**config.mk**
```make
export PLATFORM = sky130hd
export DESIGN_NAME = iq_converter_parallel_port
export DESIGN_NICKNAME = d
export VERILOG_FILES = /design/src/hw/iq_conv_pkg.sv /design/src/hw/mode_serial_port.sv /design/src/hw/iq_pair_buffer.sv /design/src/hw/iq_converter_parallel_port.sv
export SDC_FILE = /design/constraint.sdc
export NUM_CORES = 1
export LEC_CHECK = 0
export BUFFER_PORTS_ARGS = -buffer_cell sky130_fd_sc_hd__buf_2
export CAP_MARGIN = 30
export CORE_MARGIN = 5
export CORE_UTILIZATION = 60
export DETAILED_ROUTE_END_ITERATION = 6
export MAX_ROUTING_LAYER = met4
export PLACE_DENSITY = 0.77
export SYNTH_ARGS = -nofsm -noshare
export SYNTH_HDL_FRONTEND = slang
export SYNTH_HIERARCHICAL = 1
export SYNTH_SLANG_ARGS = --single-unit
```
**constraint.sdc**
```tcl
create_clock -name i_clk -period 5.3 [get_ports i_clk]
set_input_delay 0.795 -clock i_clk [delete_from_list [all_inputs] [get_ports i_clk]]
set_output_delay 0.795 -clock i_clk [all_outputs]
set_load 0.01 [all_outputs]
```
**src/hw/iq_conv_pkg.sv**
```systemverilog
package iq_conv_pkg;

  // Widths of the sample words on each bus.
  localparam int RX_WORD_W      = 8;
  localparam int TX_WORD_W      = 10;

  // Receive pipeline depth, in converter clock periods, output latch included.
  localparam int RX_LAT_CYC     = 5;

  // System clock and converter clock periods.
  localparam int CLK_PERIOD_NS  = 50;
  localparam int CONV_PERIOD_NS = 100;
  localparam int CONV_HALF_RAW  = (CONV_PERIOD_NS + 2 * CLK_PERIOD_NS - 1) / (2 * CLK_PERIOD_NS);
  localparam int CONV_HALF_CYC  = (CONV_HALF_RAW < 1) ? 1 : CONV_HALF_RAW;

  // Offset binary codes for bipolar zero after reset.
  localparam logic [RX_WORD_W-1:0] RX_ZERO_CODE = 8'h80;
  localparam logic [TX_WORD_W-1:0] TX_ZERO_CODE = 10'h200;

  // Serial mode port framing.
  localparam int SER_WORD_BITS  = 8;
  localparam int SER_CNT_W      = 3;
  localparam int MODE_CODE_W    = 3;
  localparam int PIN_SCLK       = 0;
  localparam int PIN_DIN        = 1;
  localparam int PIN_SELN       = 2;
  localparam logic [2:0] PIN_IDLE = 3'h4;

  typedef enum logic [2:0] {
    MODE_SHUTDOWN = 3'b000,
    MODE_IDLE     = 3'b001,
    MODE_RX       = 3'b010,
    MODE_TX       = 3'b011,
    MODE_XCVR     = 3'b100,
    MODE_STANDBY  = 3'b101
  } mode_type;

  localparam mode_type MODE_RESET = MODE_SHUTDOWN;

  function automatic logic rx_on(input mode_type m);
    return (m == MODE_RX) || (m == MODE_XCVR);
  endfunction

  function automatic logic tx_on(input mode_type m);
    return (m == MODE_TX) || (m == MODE_XCVR);
  endfunction

endpackage

```
**src/hw/mode_serial_port.sv**
```systemverilog
`timescale 1ns/1ns
module mode_serial_port
  import iq_conv_pkg::*;
(
  // Clock and reset
  input  wire logic                   i_clk,
  input  wire logic                   i_sys_rst,
  // Serial pins
  input  wire logic                   i_ser_clk,
  input  wire logic                   i_ser_data,
  input  wire logic                   i_ser_sel_n,
  // Decoded word
  output logic                        o_mode_stb,
  output logic [MODE_CODE_W-1:0]      o_mode_code
);

  typedef struct packed {
    logic [2:0]             s1;
    logic [2:0]             s2;
    logic [2:0]             s3;
    logic [2:0]             conf;
    logic [6:0]             shift;
    logic [SER_CNT_W-1:0]   cnt;
    logic                   stb;
    logic [MODE_CODE_W-1:0] code;
  } ser_state_type;

  ser_state_type q;
  ser_state_type d;
  logic          sclk_rise;

  always_comb begin
    d      = q;
    d.stb  = 1'b0;
    d.s1   = {i_ser_sel_n, i_ser_data, i_ser_clk};
    d.s2   = q.s1;
    d.s3   = q.s2;
    // A pin level counts only once the last two stages agree.
    d.conf = (~(q.s2 ^ q.s3) & q.s3) | ((q.s2 ^ q.s3) & q.conf);
    sclk_rise = d.conf[PIN_SCLK] & ~q.conf[PIN_SCLK];
    if (q.conf[PIN_SELN]) begin
      d.cnt = '0;
    end else if (sclk_rise) begin
      if (q.cnt == SER_CNT_W'(SER_WORD_BITS - 1)) begin
        d.cnt  = '0;
        d.stb  = 1'b1;
        d.code = {q.shift[1:0], q.conf[PIN_DIN]};
      end else begin
        d.cnt   = q.cnt + 1'b1;
        d.shift = {q.shift[5:0], q.conf[PIN_DIN]};
      end
    end
  end

  always_ff @(posedge i_clk or posedge i_sys_rst) begin
    if (i_sys_rst) begin
      q <= '{s1: PIN_IDLE, s2: PIN_IDLE, s3: PIN_IDLE, conf: PIN_IDLE, default: '0};
    end else begin
      q <= d;
    end
  end

  assign o_mode_stb  = q.stb;
  assign o_mode_code = q.code;
endmodule

```
**src/hw/iq_pair_buffer.sv**
```systemverilog
`timescale 1ns/1ns
module iq_pair_buffer #(
  parameter int W = 20
) (
  // Clock and reset
  input  wire logic          i_clk,
  input  wire logic          i_sys_rst,
  // Fill side
  input  wire logic          i_in_valid,
  output logic               o_in_ready,
  input  wire logic [W-1:0]  i_in_data,
  // Drain side
  output logic               o_out_valid,
  input  wire logic          i_out_ready,
  output logic [W-1:0]       o_out_data
);

  typedef struct packed {
    logic [1:0][W-1:0] mem;
    logic              wr;
    logic              rd;
    logic [1:0]        cnt;
    logic              ready;
  } buf_state_type;

  buf_state_type q;
  buf_state_type d;
  logic          push;
  logic          pop;

  always_comb begin
    d    = q;
    push = i_in_valid && q.ready;
    pop  = i_out_ready && (q.cnt != 2'h0);
    if (push) begin
      d.mem[q.wr] = i_in_data;
      d.wr        = ~q.wr;
    end
    if (pop) begin
      d.rd = ~q.rd;
    end
    d.cnt   = q.cnt + 2'(push) - 2'(pop);
    d.ready = (d.cnt != 2'h2);
  end

  always_ff @(posedge i_clk or posedge i_sys_rst) begin
    if (i_sys_rst) begin
      q <= '{ready: 1'b1, default: '0};
    end else begin
      q <= d;
    end
  end

  assign o_in_ready  = q.ready;
  assign o_out_valid = (q.cnt != 2'h0);
  assign o_out_data  = q.mem[q.rd];
endmodule

```
**src/hw/iq_converter_parallel_port.sv**
```systemverilog
// Function
// - Both receive channels are sampled together on each converter clock rise.
// - One 8-bit bus carries in-phase on rise, quadrature on fall.
// - Receive latency is 5 periods in-phase, 5.5 periods quadrature.
// - Receive words are offset binary, bipolar zero is 1000 0000.
// - In-phase word taken on falling edge, quadrature word on rising edge.
// - Both transmit outputs update together on the next rising edge.
// - Transmit words are 10-bit offset binary, midscale 10 0000 0000.
// - Six operating states are chosen over the serial port.
// - Mode word low three bits select the state; upper bits ignored.
// - Mode word shifts in MSB first on serial clock rises, applied after eight.
// - Receive bus floats while off and resumes with the last word.
`timescale 1ns/1ns
module iq_converter_parallel_port
  import iq_conv_pkg::*;
#(
  parameter int RX_W   = RX_WORD_W,
  parameter int TX_W   = TX_WORD_W,
  parameter int RX_LAT = RX_LAT_CYC,
  parameter int HALF   = CONV_HALF_CYC
) (
  // Clock and reset
  input  wire logic            i_clk,
  input  wire logic            i_sys_rst,
  // Receive converter results
  input  wire logic [RX_W-1:0] i_rx_inphase_input,
  input  wire logic [RX_W-1:0] i_rx_quadrature_input,
  // Receive output bus
  output logic [RX_W-1:0]      o_rx_sample_bus,
  output logic                 o_rx_sample_bus_oe,
  // Transmit input bus
  input  wire logic [TX_W-1:0] i_tx_word_bus,
  output logic                 o_tx_word_ready,
  // Transmit converter words
  output logic [TX_W-1:0]      o_tx_inphase_output,
  output logic [TX_W-1:0]      o_tx_quadrature_output,
  // Converter clock and mode
  output logic                 o_conv_clk,
  output mode_type             o_mode,
  // Serial mode port pins
  input  wire logic            i_ser_clk,
  input  wire logic            i_ser_data,
  input  wire logic            i_ser_sel_n
);

  localparam int DIV_W     = (HALF > 1) ? $clog2(HALF) : 1;
  localparam int PAIR_W    = 2 * TX_W;
  localparam int RXI_PAST  = 2 * HALF * RX_LAT + 1;
  localparam int RXQ_PAST  = 2 * HALF * RX_LAT + HALF + 1;
  localparam int TXQ_PAST  = 2 * HALF + 1;
  localparam int TXI_PAST  = 3 * HALF + 1;
  localparam int RX_WARM   = 2 * HALF * RX_LAT + 2 * HALF + 2;

  typedef struct packed {
    logic [DIV_W-1:0]                div_cnt;
    logic                            conv_clk;
    logic                            rise;
    logic                            fall;
    logic                            popped;
    mode_type                        mode;
    logic [RX_LAT-1:0][2*RX_W-1:0]   pipe;
    logic [RX_W-1:0]                 q_hold;
    logic [RX_W-1:0]                 rx_bus;
    logic                            rx_oe;
    logic [TX_W-1:0]                 i_hold;
    logic [TX_W-1:0]                 tx_i;
    logic [TX_W-1:0]                 tx_q;
  } port_state_type;

  port_state_type           q;
  port_state_type           d;
  logic                     rise;
  logic                     fall;
  logic                     mode_stb;
  logic [MODE_CODE_W-1:0]   mode_code;
  logic                     push;
  logic                     pop;
  logic                     buf_ready;
  logic                     buf_valid;
  logic [PAIR_W-1:0]        buf_data;

  mode_serial_port u_serial (
    .i_clk       (i_clk),
    .i_sys_rst   (i_sys_rst),
    .i_ser_clk   (i_ser_clk),
    .i_ser_data  (i_ser_data),
    .i_ser_sel_n (i_ser_sel_n),
    .o_mode_stb  (mode_stb),
    .o_mode_code (mode_code)
  );

  // A stalled pair waits here while the transmit side is off.
  iq_pair_buffer #(
    .W (PAIR_W)
  ) u_buffer (
    .i_clk       (i_clk),
    .i_sys_rst   (i_sys_rst),
    .i_in_valid  (push),
    .o_in_ready  (buf_ready),
    .i_in_data   ({q.i_hold, i_tx_word_bus}),
    .o_out_valid (buf_valid),
    .i_out_ready (pop),
    .o_out_data  (buf_data)
  );

  // Pairs are taken only in a transmitting mode.
  assign push = rise && tx_on(q.mode);
  assign pop  = rise && tx_on(q.mode) && buf_valid;

  always_comb begin
    d        = q;
    rise     = 1'b0;
    fall     = 1'b0;
    // The converter clock is a divided copy; its edges are one-cycle enables.
    if (q.div_cnt == DIV_W'(HALF - 1)) begin
      d.div_cnt  = '0;
      d.conv_clk = ~q.conv_clk;
      rise       = ~q.conv_clk;
      fall       = q.conv_clk;
    end else begin
      d.div_cnt = q.div_cnt + 1'b1;
    end
    d.rise   = rise;
    d.fall   = fall;
    d.popped = pop;

    if (mode_stb && (mode_code <= MODE_CODE_W'(MODE_STANDBY))) begin
      d.mode = mode_type'(mode_code);
    end
    d.rx_oe = rx_on(d.mode);

    if (rise) begin
      d.pipe = {q.pipe[RX_LAT-2:0], i_rx_inphase_input, i_rx_quadrature_input};
    end
    if (rise && rx_on(q.mode)) begin
      d.rx_bus = q.pipe[RX_LAT-1][2*RX_W-1:RX_W];
      d.q_hold = q.pipe[RX_LAT-1][RX_W-1:0];
    end
    if (fall && rx_on(q.mode)) begin
      d.rx_bus = q.q_hold;
    end

    if (fall) begin
      d.i_hold = i_tx_word_bus;
    end
    // Joint output update.
    // The buffered pair is kept through shutdown, but the outputs return to midscale.
    if (rise && (q.mode == MODE_SHUTDOWN)) begin
      d.tx_i = TX_ZERO_CODE;
      d.tx_q = TX_ZERO_CODE;
    end else if (pop) begin
      d.tx_i = buf_data[PAIR_W-1:TX_W];
      d.tx_q = buf_data[TX_W-1:0];
    end
  end

  // Receive bus starts at bipolar zero.
  always_ff @(posedge i_clk or posedge i_sys_rst) begin
    if (i_sys_rst) begin
      q <= '{mode: MODE_RESET, pipe: {RX_LAT{RX_ZERO_CODE, RX_ZERO_CODE}},
             q_hold: RX_ZERO_CODE, rx_bus: RX_ZERO_CODE, i_hold: TX_ZERO_CODE,
             tx_i: TX_ZERO_CODE, tx_q: TX_ZERO_CODE, default: '0};
    end else begin
      q <= d;
    end
  end

  assign o_rx_sample_bus        = q.rx_bus;
  assign o_rx_sample_bus_oe     = q.rx_oe;
  assign o_tx_word_ready        = buf_ready;
  assign o_tx_inphase_output    = q.tx_i;
  assign o_tx_quadrature_output = q.tx_q;
  assign o_conv_clk             = q.conv_clk;
  assign o_mode                 = q.mode;

  // Cycles for which the receive bus has been driven, for the latency checks.
  logic [7:0] on_cnt;

  always_ff @(posedge i_clk or posedge i_sys_rst) begin
    if (i_sys_rst) begin
      on_cnt <= '0;
    end else if (!q.rx_oe) begin
      on_cnt <= '0;
    end else if (on_cnt != 8'hff) begin
      on_cnt <= on_cnt + 1'b1;
    end
  end
endmodule

```
==> summary.md, run 1 <==
| Metric | Value |
|---|---|
| CTS root buf | `clkbuf_16` |
| Top cells by count, synth | `dfrtp_1 (177), mux2_2 (114), mux2_4 (50)` |
| Area grow syn2layout | `9.79%` |
| FFs w/ async S/R, synth | `100%` |
| Final total power | `about 3000 uW` |
| Detailed-placement wirelength estimate | `approximately 8.8 mm` |
| Hold WC Path Type | `reg2reg` |
| Area contributors post-synth | `dfrtp_1 (54%), mux2_2 (16%), mux2_4 (9.1%)` |
| VDD IR-drop max | `approximately 0.28 mV` |
| Design area | `roughly 9000 sq um` |
| Yosys Warn Count | `6` |
| Most common cell in the synthesized netlist | `dfrtp_1` |
| Sequential share of power | `53.2%` |
| Busiest grt layer | `met2` |
| DIE AREA | `16200 sq um` |
| Cell row count | `42` |
| Antenna violations before repair | `0` |
| Crit end category | `register` |
| Setup violations, final | `0` |
| Placer Congestion | `0.739` |
| Initial core utilization | `between 60% and 70%` |
| Initial DRC Count | `about 260` |
| Largest net degree at the start of global routing | `between 50 and 60` |
| Final Max Tran Viols | `0` |
| Top delay family on crit path | `buffers and inverters` |
| Yosys top cell area share | `between 50 and 60%` |
| GR Util met3 | `5.76%` |
| Die Wd | `127 microns` |
| WS Path Type | `reg2reg` |
| Post-synth EDFFs | `0` |
| Final hold slack | `between 0.3 and 0.4 ns` |
| Post-synthesis adder-cell area fraction | `about 1.1%` |
| Crit start category | `register` |
| Die Ht | `127 microns` |
| GRT overflow | `0` |
| Yosys top cell by area | `dfrtp_1` |
| Clock latency on the worst-skew pair | `between 0.4 and 0.5 ns` |
| Syn nets | `around 590` |
| Hold Buf Count CTS | `0` |
| Seq/Total Area, Yosys | `60.2%` |
| M2 GR Usage | `between 20% and 30%` |
| Max-cap violation count | `0` |
| Vias in the first global route | `~4600` |
| # IOs | `between 60 and 70` |
| Switching share of total power | `between 20% and 30%` |
| Vias per cell | `approximately 5.4` |
| GRT Total Usage | `between 10% and 20%` |
| Unrepaired setup endpoints after global routing | `false` |
| Post-synthesis simple-gate area fraction | `around 4.5%` |
| Slowest cell delay on critical path | `roughly 0.73 ns` |
| Netlist cell types | `33` |
| Number of synthesized register bits | `197` |
| Met1 Usage GRT | `between 20% and 30%` |
| # DRC | `0` |
| Mean Syn Cell Area | `between 10 and 15 sq um` |
| Fraction of layout cells with a size suffix above 1 | `49.8%` |
| Leak | `about 0.0044 uW` |
| Worst reg2reg startpoint | `o_conv_clk` |
| Cells along the critical path | `nor4b_1 -> o21ai_1 -> buf_4 -> inv_1 -> o21a_1 -> ha_1 -> inv_1 -> ha_1 -> xnor2_1 -> mux2i_1` |
| Number of diodes | `0` |
| Drt first pass iters | `4` |
| Reg2Reg Depth | `10` |
| CTS Buf Count | `17` |
| Post-route setup TNS | `0 ns` |
| Crit path DAT | `between 3 and 4 ns` |
| CTS tree | `done` |
| NetSw | `641 uW` |
| First-pass GRT wire length | `~24 mm` |
| Max Buffers Root-to-Sink | `2` |
| Min Tclk post-route | `3.32 ns` |
| Synth Flop Type | `dfrtp_1` |
| Worst Hold Launch | `u_serial/d[21]` |
| Hold depth | `0` |
| Final ANT Viol Nets | `0` |
| Largest family of logic cells by synthesized area | `multiplexers` |
| CP required | `approximately 5.7 ns` |
| Final nets | `roughly 620` |
| Cell Area, Synth | `8230 sq um` |
| Crit path max fanout | `54` |
| Run status | `completed` |
| DP Area | `approximately 8400 sq um` |
| Setup Skew | `about 0.0087 ns` |
| Post-cts gate resize count | `0` |
| H-tree levels | `4` |
| Post-synthesis mux area share | `around a quarter` |
| Port Buffers | `64` |
| Setup bufs post-CTS | `0` |
| Cell count along the critical path | `10` |
| Sink Count | `just under 200` |
| Int Power | `2370 uW` |
| Clock Power Share | `a little over two fifths` |
| Final Cycle Share | `62.6%` |
| Total Wirelength | `roughly 14 mm` |
| Reg2reg end | `u_buffer/o_in_ready` |
| Vias after detailed routing | `~4200` |
| Slowest-stage cell, CP | `dfrtp_4` |
| Worst slew pin tran | `between 1 and 1.5 ns` |
| Final hold viol count | `0` |
| Wire per inst | `between 15 and 20 microns` |
| WP buf/inv | `3` |
| Clock-pin slew of the registers on the worst-case setup and hold paths | `0.07 ns` |
| Combinational share of power | `about 3.7%` |
| Hold EP | `u_serial/d[18]` |
| R2R setup slack | `between 1.5 and 2 ns` |
| PwrDens | `~330 nW/um^2` |
| Fmax | `301 MHz` |
| Max_slew headroom | `33.0%` |
| Post-synthesis xor/xnor area fraction | `less than 1%` |
| Compound-gate portion of the synthesized area | `under 10%` |
| Syn Inst Count | `about 560` |
| Core ar. | `13300 sq um` |
worst reg2reg max path, stage by stage, from the launching register on:
cell and delay (ns):
dfrtp_4 0.73, nor4b_1 0.51, o21ai_1 0.10, buf_4 0.22
inv_1 0.54, o21a_1 0.28, ha_1 0.24, inv_1 0.07
ha_1 0.15, xnor2_1 0.17, mux2i_1 0.22
per-layer routing:
layer  vias up  wire (microns)
met5         -               0
met4         0             117
met3        13             633
met2        77            6380
met1      2127            6590
li1       1957               -
cells in the final DEF, fill, tap and decap left out, types with 5 or more instances in the layout:
cell,netlist,routed
mux2_4,50,50
ha_1,5,5
buf_4,35,6
mux2_2,114,114
dfstp_2,20,20
buf_2,18,64
clkbuf_16,0,17
inv_1,8,6
nor2_1,17,17
xnor2_1,5,5
nand2_1,38,38
a21oi_1,27,27
mux2i_1,11,11
dfrtp_1,177,176
state kept, by name, summed over array words and instances, names as in the netlist, named ones only:
name,count
q,98
u_buffer/q,44
u_serial/o_mode_code,3
o_tx_quadrature_output,10
o_rx_sample_bus_oe,1
o_conv_clk,1
u_serial/d,6
u_serial/o_mode_stb,1
u_buffer/o_in_ready,1
o_tx_inphase_output,10
o_mode,3
o_rx_sample_bus,8
u_serial/q,9
cell families after synthesis:
| group | Yosys count |
|---|---|
| AOI/OAI and AO/OA | 32 |
| xor gates and xnor gates | 6 |
| DFF | 197 |
| buffers and inverters | 67 |
| adders and majority gates | 8 |
| and+or+nand+nor | 72 |
| muxes | 175 |
power groups by stage:
stage | clock network (uW) | logic [uW] | registers (uW)
after floorplan | 0 | 83.1 | 1610
after global placement | 0 | 108 | 1620
after detailed placement | 0 | 114 | 1630
after CTS | 1320 | 116 | 1600
after global routing | 1390 | 127 | 1610
final | 1300 | 112 | 1600
worst max-delay path by stage:
stage                           from                  end  slack, ns
after detailed placement  o_conv_clk  u_buffer/o_in_ready       1.99
after CTS                 o_conv_clk  u_buffer/o_in_ready       1.97
after global placement    o_conv_clk  u_buffer/o_in_ready       2.16
final                     o_conv_clk  u_buffer/o_in_ready       1.98
after global routing      o_conv_clk  u_buffer/o_in_ready       1.75
after floorplan            i_sys_rst           o_conv_clk       1.03
through the flow:
| stage | setup slack [ns] | util, % | std cells |
|---|---|---|---|
| floorplan | 1.03 | - | 557 |
| global placement | 2.16 | 63.0 | 744 |
| detailed placement | 1.99 | 63.1 | 745 |
| CTS | 1.97 | 67.7 | 777 |
| global route | 1.75 | 67.7 | 777 |
| finish | 1.98 | 67.7 | 777 |
area by class of cell:
type                    instances  area (sq um)
multi-input cells             293          2840
fillers                       924          4320
well taps                     176           220
repair buffers                 71           377
flip-flops and latches        197          4960
clock buffers                  20           467
inverters                       8          32.5
clock inverters                12           143
(Power assumes the default switching activity.)
==> run 2: changes to the inputs <==
==> constraint.sdc (replaced) <==
create_clock -name i_clk -period 3.4 [get_ports i_clk]
set_input_delay 0.51 -clock i_clk [delete_from_list [all_inputs] [get_ports i_clk]]
set_output_delay 0.51 -clock i_clk [all_outputs]
set_load 0.01 [all_outputs]
==> run 2 against run 1 <==
Non-clock buffer count is 4 higher; fmax up 25%; clock skew about the same; highest routed layer unchanged; final cell count increased by 0.51%; hold slack got worse by 0.17 ns.
==> summary.md, run 2 (same netlist as run 1, synthesis figures left out) <==
| Metric | Value |
|---|---|
| Port Buffers | `64 (unchanged)` |
| Crit end category | `register (unchanged)` |
| Max Buffers Root-to-Sink | `2 (unchanged)` |
| Largest net degree at the start of global routing | `78 (was 55)` |
| Area grow syn2layout | `10.8% (was 9.79%)` |
| CP required | `3.75 ns (was 5.65 ns)` |
| Drt first pass iters | `4 (unchanged)` |
| Final hold slack | `0.185 ns (was 0.351 ns)` |
| Setup bufs post-CTS | `0 (unchanged)` |
| Combinational share of power | `3.7% (about the same)` |
| Sequential share of power | `51.9% (was 53.2%)` |
| Wire per inst | `17.6 microns (was 17.7 microns)` |
| CTS tree | `done (unchanged)` |
| Core ar. | `13300 sq um (unchanged)` |
| Vias per cell | `5.34 (was 5.37)` |
| Worst slack, placed | `0.761 ns (was 1.99 ns)` |
| Initial DRC Count | `230 (was 262)` |
| Placer Congestion | `0.740 (was 0.739)` |
| Max-cap violation count | `0 (unchanged)` |
| PwrDens | `527 nW/um^2 (was 333 nW/um^2)` |
| Antenna violations before repair | `0 (unchanged)` |
| NetSw | `1000 uW (was 641 uW)` |
| DIE AREA | `16200 sq um (unchanged)` |
| Initial core utilization | `61.6% (unchanged)` |
| Total Wirelength | `13.7 mm (about the same)` |
| CTS root buf | `clkbuf_16 (unchanged)` |
| Worst reg2reg startpoint | `o_conv_clk (unchanged)` |
| Crit start category | `register (unchanged)` |
| Final total power | `4800 uW (was 3010 uW)` |
| GRT Total Usage | `18.9% (was 19.0%)` |
| First-pass GRT wire length | `23.6 mm (was 23.5 mm)` |
| Clock Power Share | `44.4% (was 43.1%)` |
| Most frequent cells in the layout | `dfrtp_1 (176), mux2_2 (114), buf_2 (64) (unchanged)` |
| Setup ws final | `0.754 ns (was 1.98 ns)` |
| Worst slew pin tran | `0.989 ns (was 1.00 ns)` |
| Fmax | `378 MHz (was 301 MHz)` |
| Max reg flops | `98 (unchanged)` |
| Reg2reg end | `u_buffer/o_in_ready (unchanged)` |
| Run status | `completed (unchanged)` |
| Int Power | `3790 uW (was 2370 uW)` |
| # IOs | `65 (unchanged)` |
| Die Wd | `127 microns (unchanged)` |
| Most flops, register | `q (unchanged)` |
| Min Tclk post-route | `2.65 ns (was 3.32 ns)` |
| Die Ht | `127 microns (unchanged)` |
| Vias after detailed routing | `4171 (was 4174)` |
| Fraction of layout cells with a size suffix above 1 | `50.1% (was 49.8%)` |
| Crit path DAT | `2.99 ns (was 3.67 ns)` |
| CP endpoint | `u_buffer/o_in_ready (unchanged)` |
| Number of diodes | `0 (unchanged)` |
| Switching share of total power | `20.9% (was 21.3%)` |
| CTS Buf Count | `17 (unchanged)` |
| Hold Buf Count CTS | `0 (unchanged)` |
| Clock-pin slew of the registers on the worst-case setup and hold paths | `0.07 ns (about the same)` |
| WS Path Type | `reg2reg (unchanged)` |
| Reg2Reg Depth | `10 (unchanged)` |
| Final ANT Viol Nets | `0 (unchanged)` |
| GRT overflow | `0 (unchanged)` |
| Post-route setup TNS | `0 ns (unchanged)` |
| Crit path max fanout | `28 (was 54)` |
| Post-cts gate resize count | `0 (unchanged)` |
| Unrepaired setup endpoints after global routing | `false (unchanged)` |
| H-tree levels | `4 (unchanged)` |
| Top flop regs | `q (98), u_buffer/q (44) (unchanged)` |
| Final Max Tran Viols | `0 (unchanged)` |
| Final nets | `628 (was 624)` |
| Max_slew headroom | `34.1% (was 33.0%)` |
| Vias in the first global route | `4511 (was 4623)` |
| VDD IR-drop max | `0.385 mV (was 0.285 mV)` |
| Sink Count | `197 (unchanged)` |
| CP Launch Point | `o_conv_clk (unchanged)` |
| Setup Skew | `0.00846 ns (was 0.00873 ns)` |
| Commonest non-fill, non-tap cell in the layout | `dfrtp_1 (unchanged)` |
| Cell row count | `42 (unchanged)` |
| Final Cycle Share | `77.8% (was 62.6%)` |
| Clock latency on the worst-skew pair | `0.42 ns (was 0.43 ns)` |
| # DRC | `0 (unchanged)` |
| R2R setup slack | `0.75 ns (was 1.98 ns)` |
| Final hold viol count | `0 (unchanged)` |
| Leak | `0.00448 uW (was 0.00445 uW)` |
| Setup violations, final | `0 (unchanged)` |
| Detailed-placement wirelength estimate | `8.90 mm (was 8.77 mm)` |
| Hold WC Path Type | `in2reg (was reg2reg)` |
run 2: cell count changes in the layout (fill, tap and decap cells not counted):
cell	delta
buf_16	+1
buf_4	+3
bufinv_16	+2
clkbuf_8	-2
clkinv_2	+1
clkinv_4	-1
clkinvlp_4	+2
inv_4	-1
inv_6	-1
run 2: final cells by class:
cell class	instances	area, sq um
clock buffers	18	439
clock inverters	14	198
fillers	943	4240
well taps	176	220
repair buffers	75	427
multi-input cells	293	2840
inverters	8	33.8
flip-flops and latches	197	4960
run 2: worst max-delay path, cell delays in order (launching register included):
cell and delay, ns:
dfrtp_4 0.63, and4bb_2 0.28, o21ai_1 0.15, buf_4 0.29, inv_1 0.09, o21a_1 0.14, ha_1 0.28, inv_1 0.04
ha_1 0.18, xnor2_1 0.26, mux2i_1 0.23
run 2: how the worst min path moves through the flow:
stage	startpoint	endpoint	slack, ns	depth (start not counted)
2_1_floorplan	u_serial/d[20]	u_serial/d[17]	0.33	0
3_3_place_gp	u_serial/d[20]	u_serial/d[17]	0.33	0
3_5_place_dp	u_serial/d[20]	u_serial/d[17]	0.34	0
4_1_cts	i_ser_sel_n	u_serial/d[22]	0.16	1
5_1_grt	i_ser_sel_n	u_serial/d[22]	0.16	1
6_report	i_ser_sel_n	u_serial/d[22]	0.19	1
run 2: metal layers:
| layer | vias up | share of wire, % | wire (microns) | track usage (%) |
|---|---|---|---|---|
| met2 | 62 | 47 | 6480 | 28.2 |
| met3 | 10 | 3.9 | 536 | 5.68 |
| met1 | 2145 | 48 | 6580 | 26.3 |
| met4 | 0 | 0.80 | 109 | 3.60 |
| met5 | - | 0 | 0 | - |
| li1 | 1954 | - | - | - |
run 2: through the flow:
| step | instance area (sq um) | utilization, % | cells |
|---|---|---|---|
| 2_1_floorplan | 8230 | - | 557 |
| 3_3_place_gp | 8440 | 63.2 | 747 |
| 3_5_place_dp | 8450 | 63.3 | 748 |
| 4_1_cts | 9080 | 68.1 | 780 |
| 5_1_grt | 9110 | 68.3 | 781 |
| 6_report | 9110 | 68.3 | 781 |
run 2: power groups by stage:
stage               clock [uW]  sequential (uW)  combinational (uW)
finish                    2130             2490                 176
detailed placement           0             2530                 180
floorplan                    0             2510                 130
CTS                       2180             2490                 182
global placement             0             2530                 171
global route              2280             2500                 201
==> run 3: changes to the inputs <==
==> constraint.sdc (replaced) <==
create_clock -name i_clk -period 2.7 [get_ports i_clk]
set_input_delay 0.405 -clock i_clk [delete_from_list [all_inputs] [get_ports i_clk]]
set_output_delay 0.405 -clock i_clk [all_outputs]
set_load 0.01 [all_outputs]
==> run 3 against run 2 <==
Die area unchanged; critical endpoint unchanged; global-route usage fell by 0.28 points; design area fell by 0.44%; largest power group unchanged; setup slack got worse by 0.46 ns; clock power grew 12%; largest cell class unchanged; sequential share of layout area increased by 0.24 points; clock skew down 0.0014 ns; combinational power is 27% higher; critical path type unchanged; sequential cell count stayed put.
==> summary.md, run 3 (same netlist as run 1, synthesis figures left out) <==
| Metric | Value |
|---|---|
| Run status | `completed (unchanged)` |
| Most frequent cells in the layout | `dfrtp_1 (176), mux2_2 (114), buf_2 (64) (unchanged)` |
| Initial DRC Count | `264 (was 230)` |
| Largest net degree at the start of global routing | `55 (was 78)` |
| Die Wd | `127 microns (unchanged)` |
| Final Cycle Share | `89.3% (was 77.8%)` |
| Most flops, register | `q (unchanged)` |
| Max Buffers Root-to-Sink | `2 (unchanged)` |
| Commonest non-fill, non-tap cell in the layout | `dfrtp_1 (unchanged)` |
| Sink Count | `197 (unchanged)` |
| Final nets | `630 (was 628)` |
| Top flop regs | `q (98), u_buffer/q (44) (unchanged)` |
| Setup bufs post-CTS | `0 (unchanged)` |
| Post-route insts no fill | `783 (was 781)` |
| Total Wirelength | `13.5 mm (was 13.7 mm)` |
| Most common cell on crit path | `ha_1` |
| Final core area utilization | `68.0% (was 68.3%)` |
| Wire per inst | `17.3 microns (was 17.6 microns)` |
| Worst slew pin tran | `0.771 ns (was 0.989 ns)` |
| Antenna violations before repair | `0 (unchanged)` |
| Unrepaired setup endpoints after global routing | `false (unchanged)` |
| Initial core utilization | `61.6% (unchanged)` |
| # DRC | `0 (unchanged)` |
| Clock-pin slew of the registers on the worst-case setup and hold paths | `0.07 ns (about the same)` |
| Hold WC Path Type | `in2async (was in2reg)` |
| Final total power | `5740 uW (was 4800 uW)` |
| Final hold viol count | `0 (unchanged)` |
| PwrDens | `633 nW/um^2 (was 527 nW/um^2)` |
| Fraction of layout cells with a size suffix above 1 | `49.9% (was 50.1%)` |
| WP buf/inv | `1 (was 3)` |
| Min Tclk post-route | `2.41 ns (was 2.65 ns)` |
| Top delay family on crit path | `simple AND/OR/NAND/NOR gates (was flip-flops)` |
| Vias per cell | `5.40 (was 5.34)` |
| Setup violations, final | `0 (unchanged)` |
| Core ar. | `13300 sq um (unchanged)` |
| Post-cts gate resize count | `0 (unchanged)` |
| Drt first pass iters | `4 (unchanged)` |
| WS Path Type | `reg2reg (unchanged)` |
| Final hold slack | `0.0388 ns (was 0.185 ns)` |
| Area grow syn2layout | `10.3% (was 10.8%)` |
| Crit path DAT | `2.75 ns (was 2.99 ns)` |
| Crit start category | `register (unchanged)` |
| Die Ht | `127 microns (unchanged)` |
| Max reg flops | `98 (unchanged)` |
| Cells along the critical path | `nor4b_1 -> or2_2 -> nand2_1 -> ha_1 -> inv_1 -> ha_1 -> xnor2_1 -> mux2i_1 (was and4bb_2 -> o21ai_1 -> buf_4 -> inv_1 -> o21a_1 -> ha_1 -> inv_1 -> ha_1 -> xnor2_1 -> mux2i_1)` |
| Final Max Tran Viols | `0 (unchanged)` |
| Setup Skew | `0.00703 ns (was 0.00846 ns)` |
| CTS root buf | `clkbuf_16 (unchanged)` |
| Max_slew headroom | `48.5% (was 34.1%)` |
| H-tree levels | `4 (unchanged)` |
| Hold Buf Count CTS | `0 (unchanged)` |
| Number of diodes | `0 (unchanged)` |
| CP required | `3.04 ns (was 3.75 ns)` |
| First-pass GRT wire length | `23.2 mm (was 23.6 mm)` |
| Detailed-placement wirelength estimate | `9.00 mm (was 8.90 mm)` |
| Slowest cell delay on critical path | `0.54 ns (was 0.63 ns)` |
| Fmax | `415 MHz (was 378 MHz)` |
| Slowest-stage cell, CP | `dfrtp_4 (unchanged)` |
| Crit end category | `register (unchanged)` |
| Leak | `0.00447 uW (was 0.00448 uW)` |
| Final ANT Viol Nets | `0 (unchanged)` |
| Port Buffers | `64 (unchanged)` |
| GRT overflow | `0 (unchanged)` |
| Cell row count | `42 (unchanged)` |
| DIE AREA | `16200 sq um (unchanged)` |
| CTS tree | `done (unchanged)` |
| VDD IR-drop max | `0.501 mV (was 0.385 mV)` |
| Crit path max fanout | `10 (was 28)` |
| Vias after detailed routing | `4232 (was 4171)` |
| Vias in the first global route | `4570 (was 4511)` |
| Placer Congestion | `0.740 (about the same)` |
| Max-cap violation count | `0 (unchanged)` |
| GRT Total Usage | `18.6% (was 18.9%)` |
| Clock latency on the worst-skew pair | `0.42 ns (about the same)` |
| CTS Buf Count | `17 (unchanged)` |
| DP Cell Count | `751 (was 748)` |
| # IOs | `65 (unchanged)` |
| Post-route setup TNS | `0 ns (unchanged)` |
==> run 3: cell type report <==
| type | instances | area (sq um) |
|---|---|---|
| sequential | 197 | 4960 |
| tap | 176 | 220 |
| fill | 915 | 4280 |
| inverter | 8 | 33.8 |
| multi-input combinational | 293 | 2840 |
| timing repair buffer | 77 | 463 |
| clock inverter | 11 | 100 |
| clock buffer | 21 | 460 |
==> run 3: power breakdown <==
| part | total, uW | switching, uW | internal (uW) |
|---|---|---|---|
| sequential | 3140 | 67.7 | 3070 |
| clock | 2380 | 1050 | 1320 |
| combinational | 224 | 100 | 124 |
==> run 3: worst paths after layout <==
kind	start	cells after the start	slack (ns)	endpoint
setup / recovery	o_conv_clk	8	0.29	u_buffer/o_in_ready
hold / removal	i_sys_rst	2	0.04	u_buffer/q[1]
setup reg to reg	o_conv_clk	8	0.29	u_buffer/o_in_ready
hold reg to reg	u_serial/d[20]	0	0.35	u_serial/d[17]
max in group asynchronous	i_sys_rst	3	1.79	o_tx_quadrature_output[9]
min in group i_clk	i_ser_sel_n	1	0.08	u_serial/d[22]
==> run 3: routing by layer <==
layer / global-route usage, % / routed length (microns)
met1: 26.2 / 6540
met2: 27.5 / 6350
met3: 4.97 / 565
met4: 4.54 / 79
met5: - / 0
==> run 3: per-stage QoR <==
step | worst slack [ns] | cell area, sq um
finish | 0.290 | 9070
CTS | 0.251 | 9070
global route | 0.0876 | 9070
global placement | 0.489 | 8480
detailed placement | 0.315 | 8510
floorplan | 0.543 | 8230
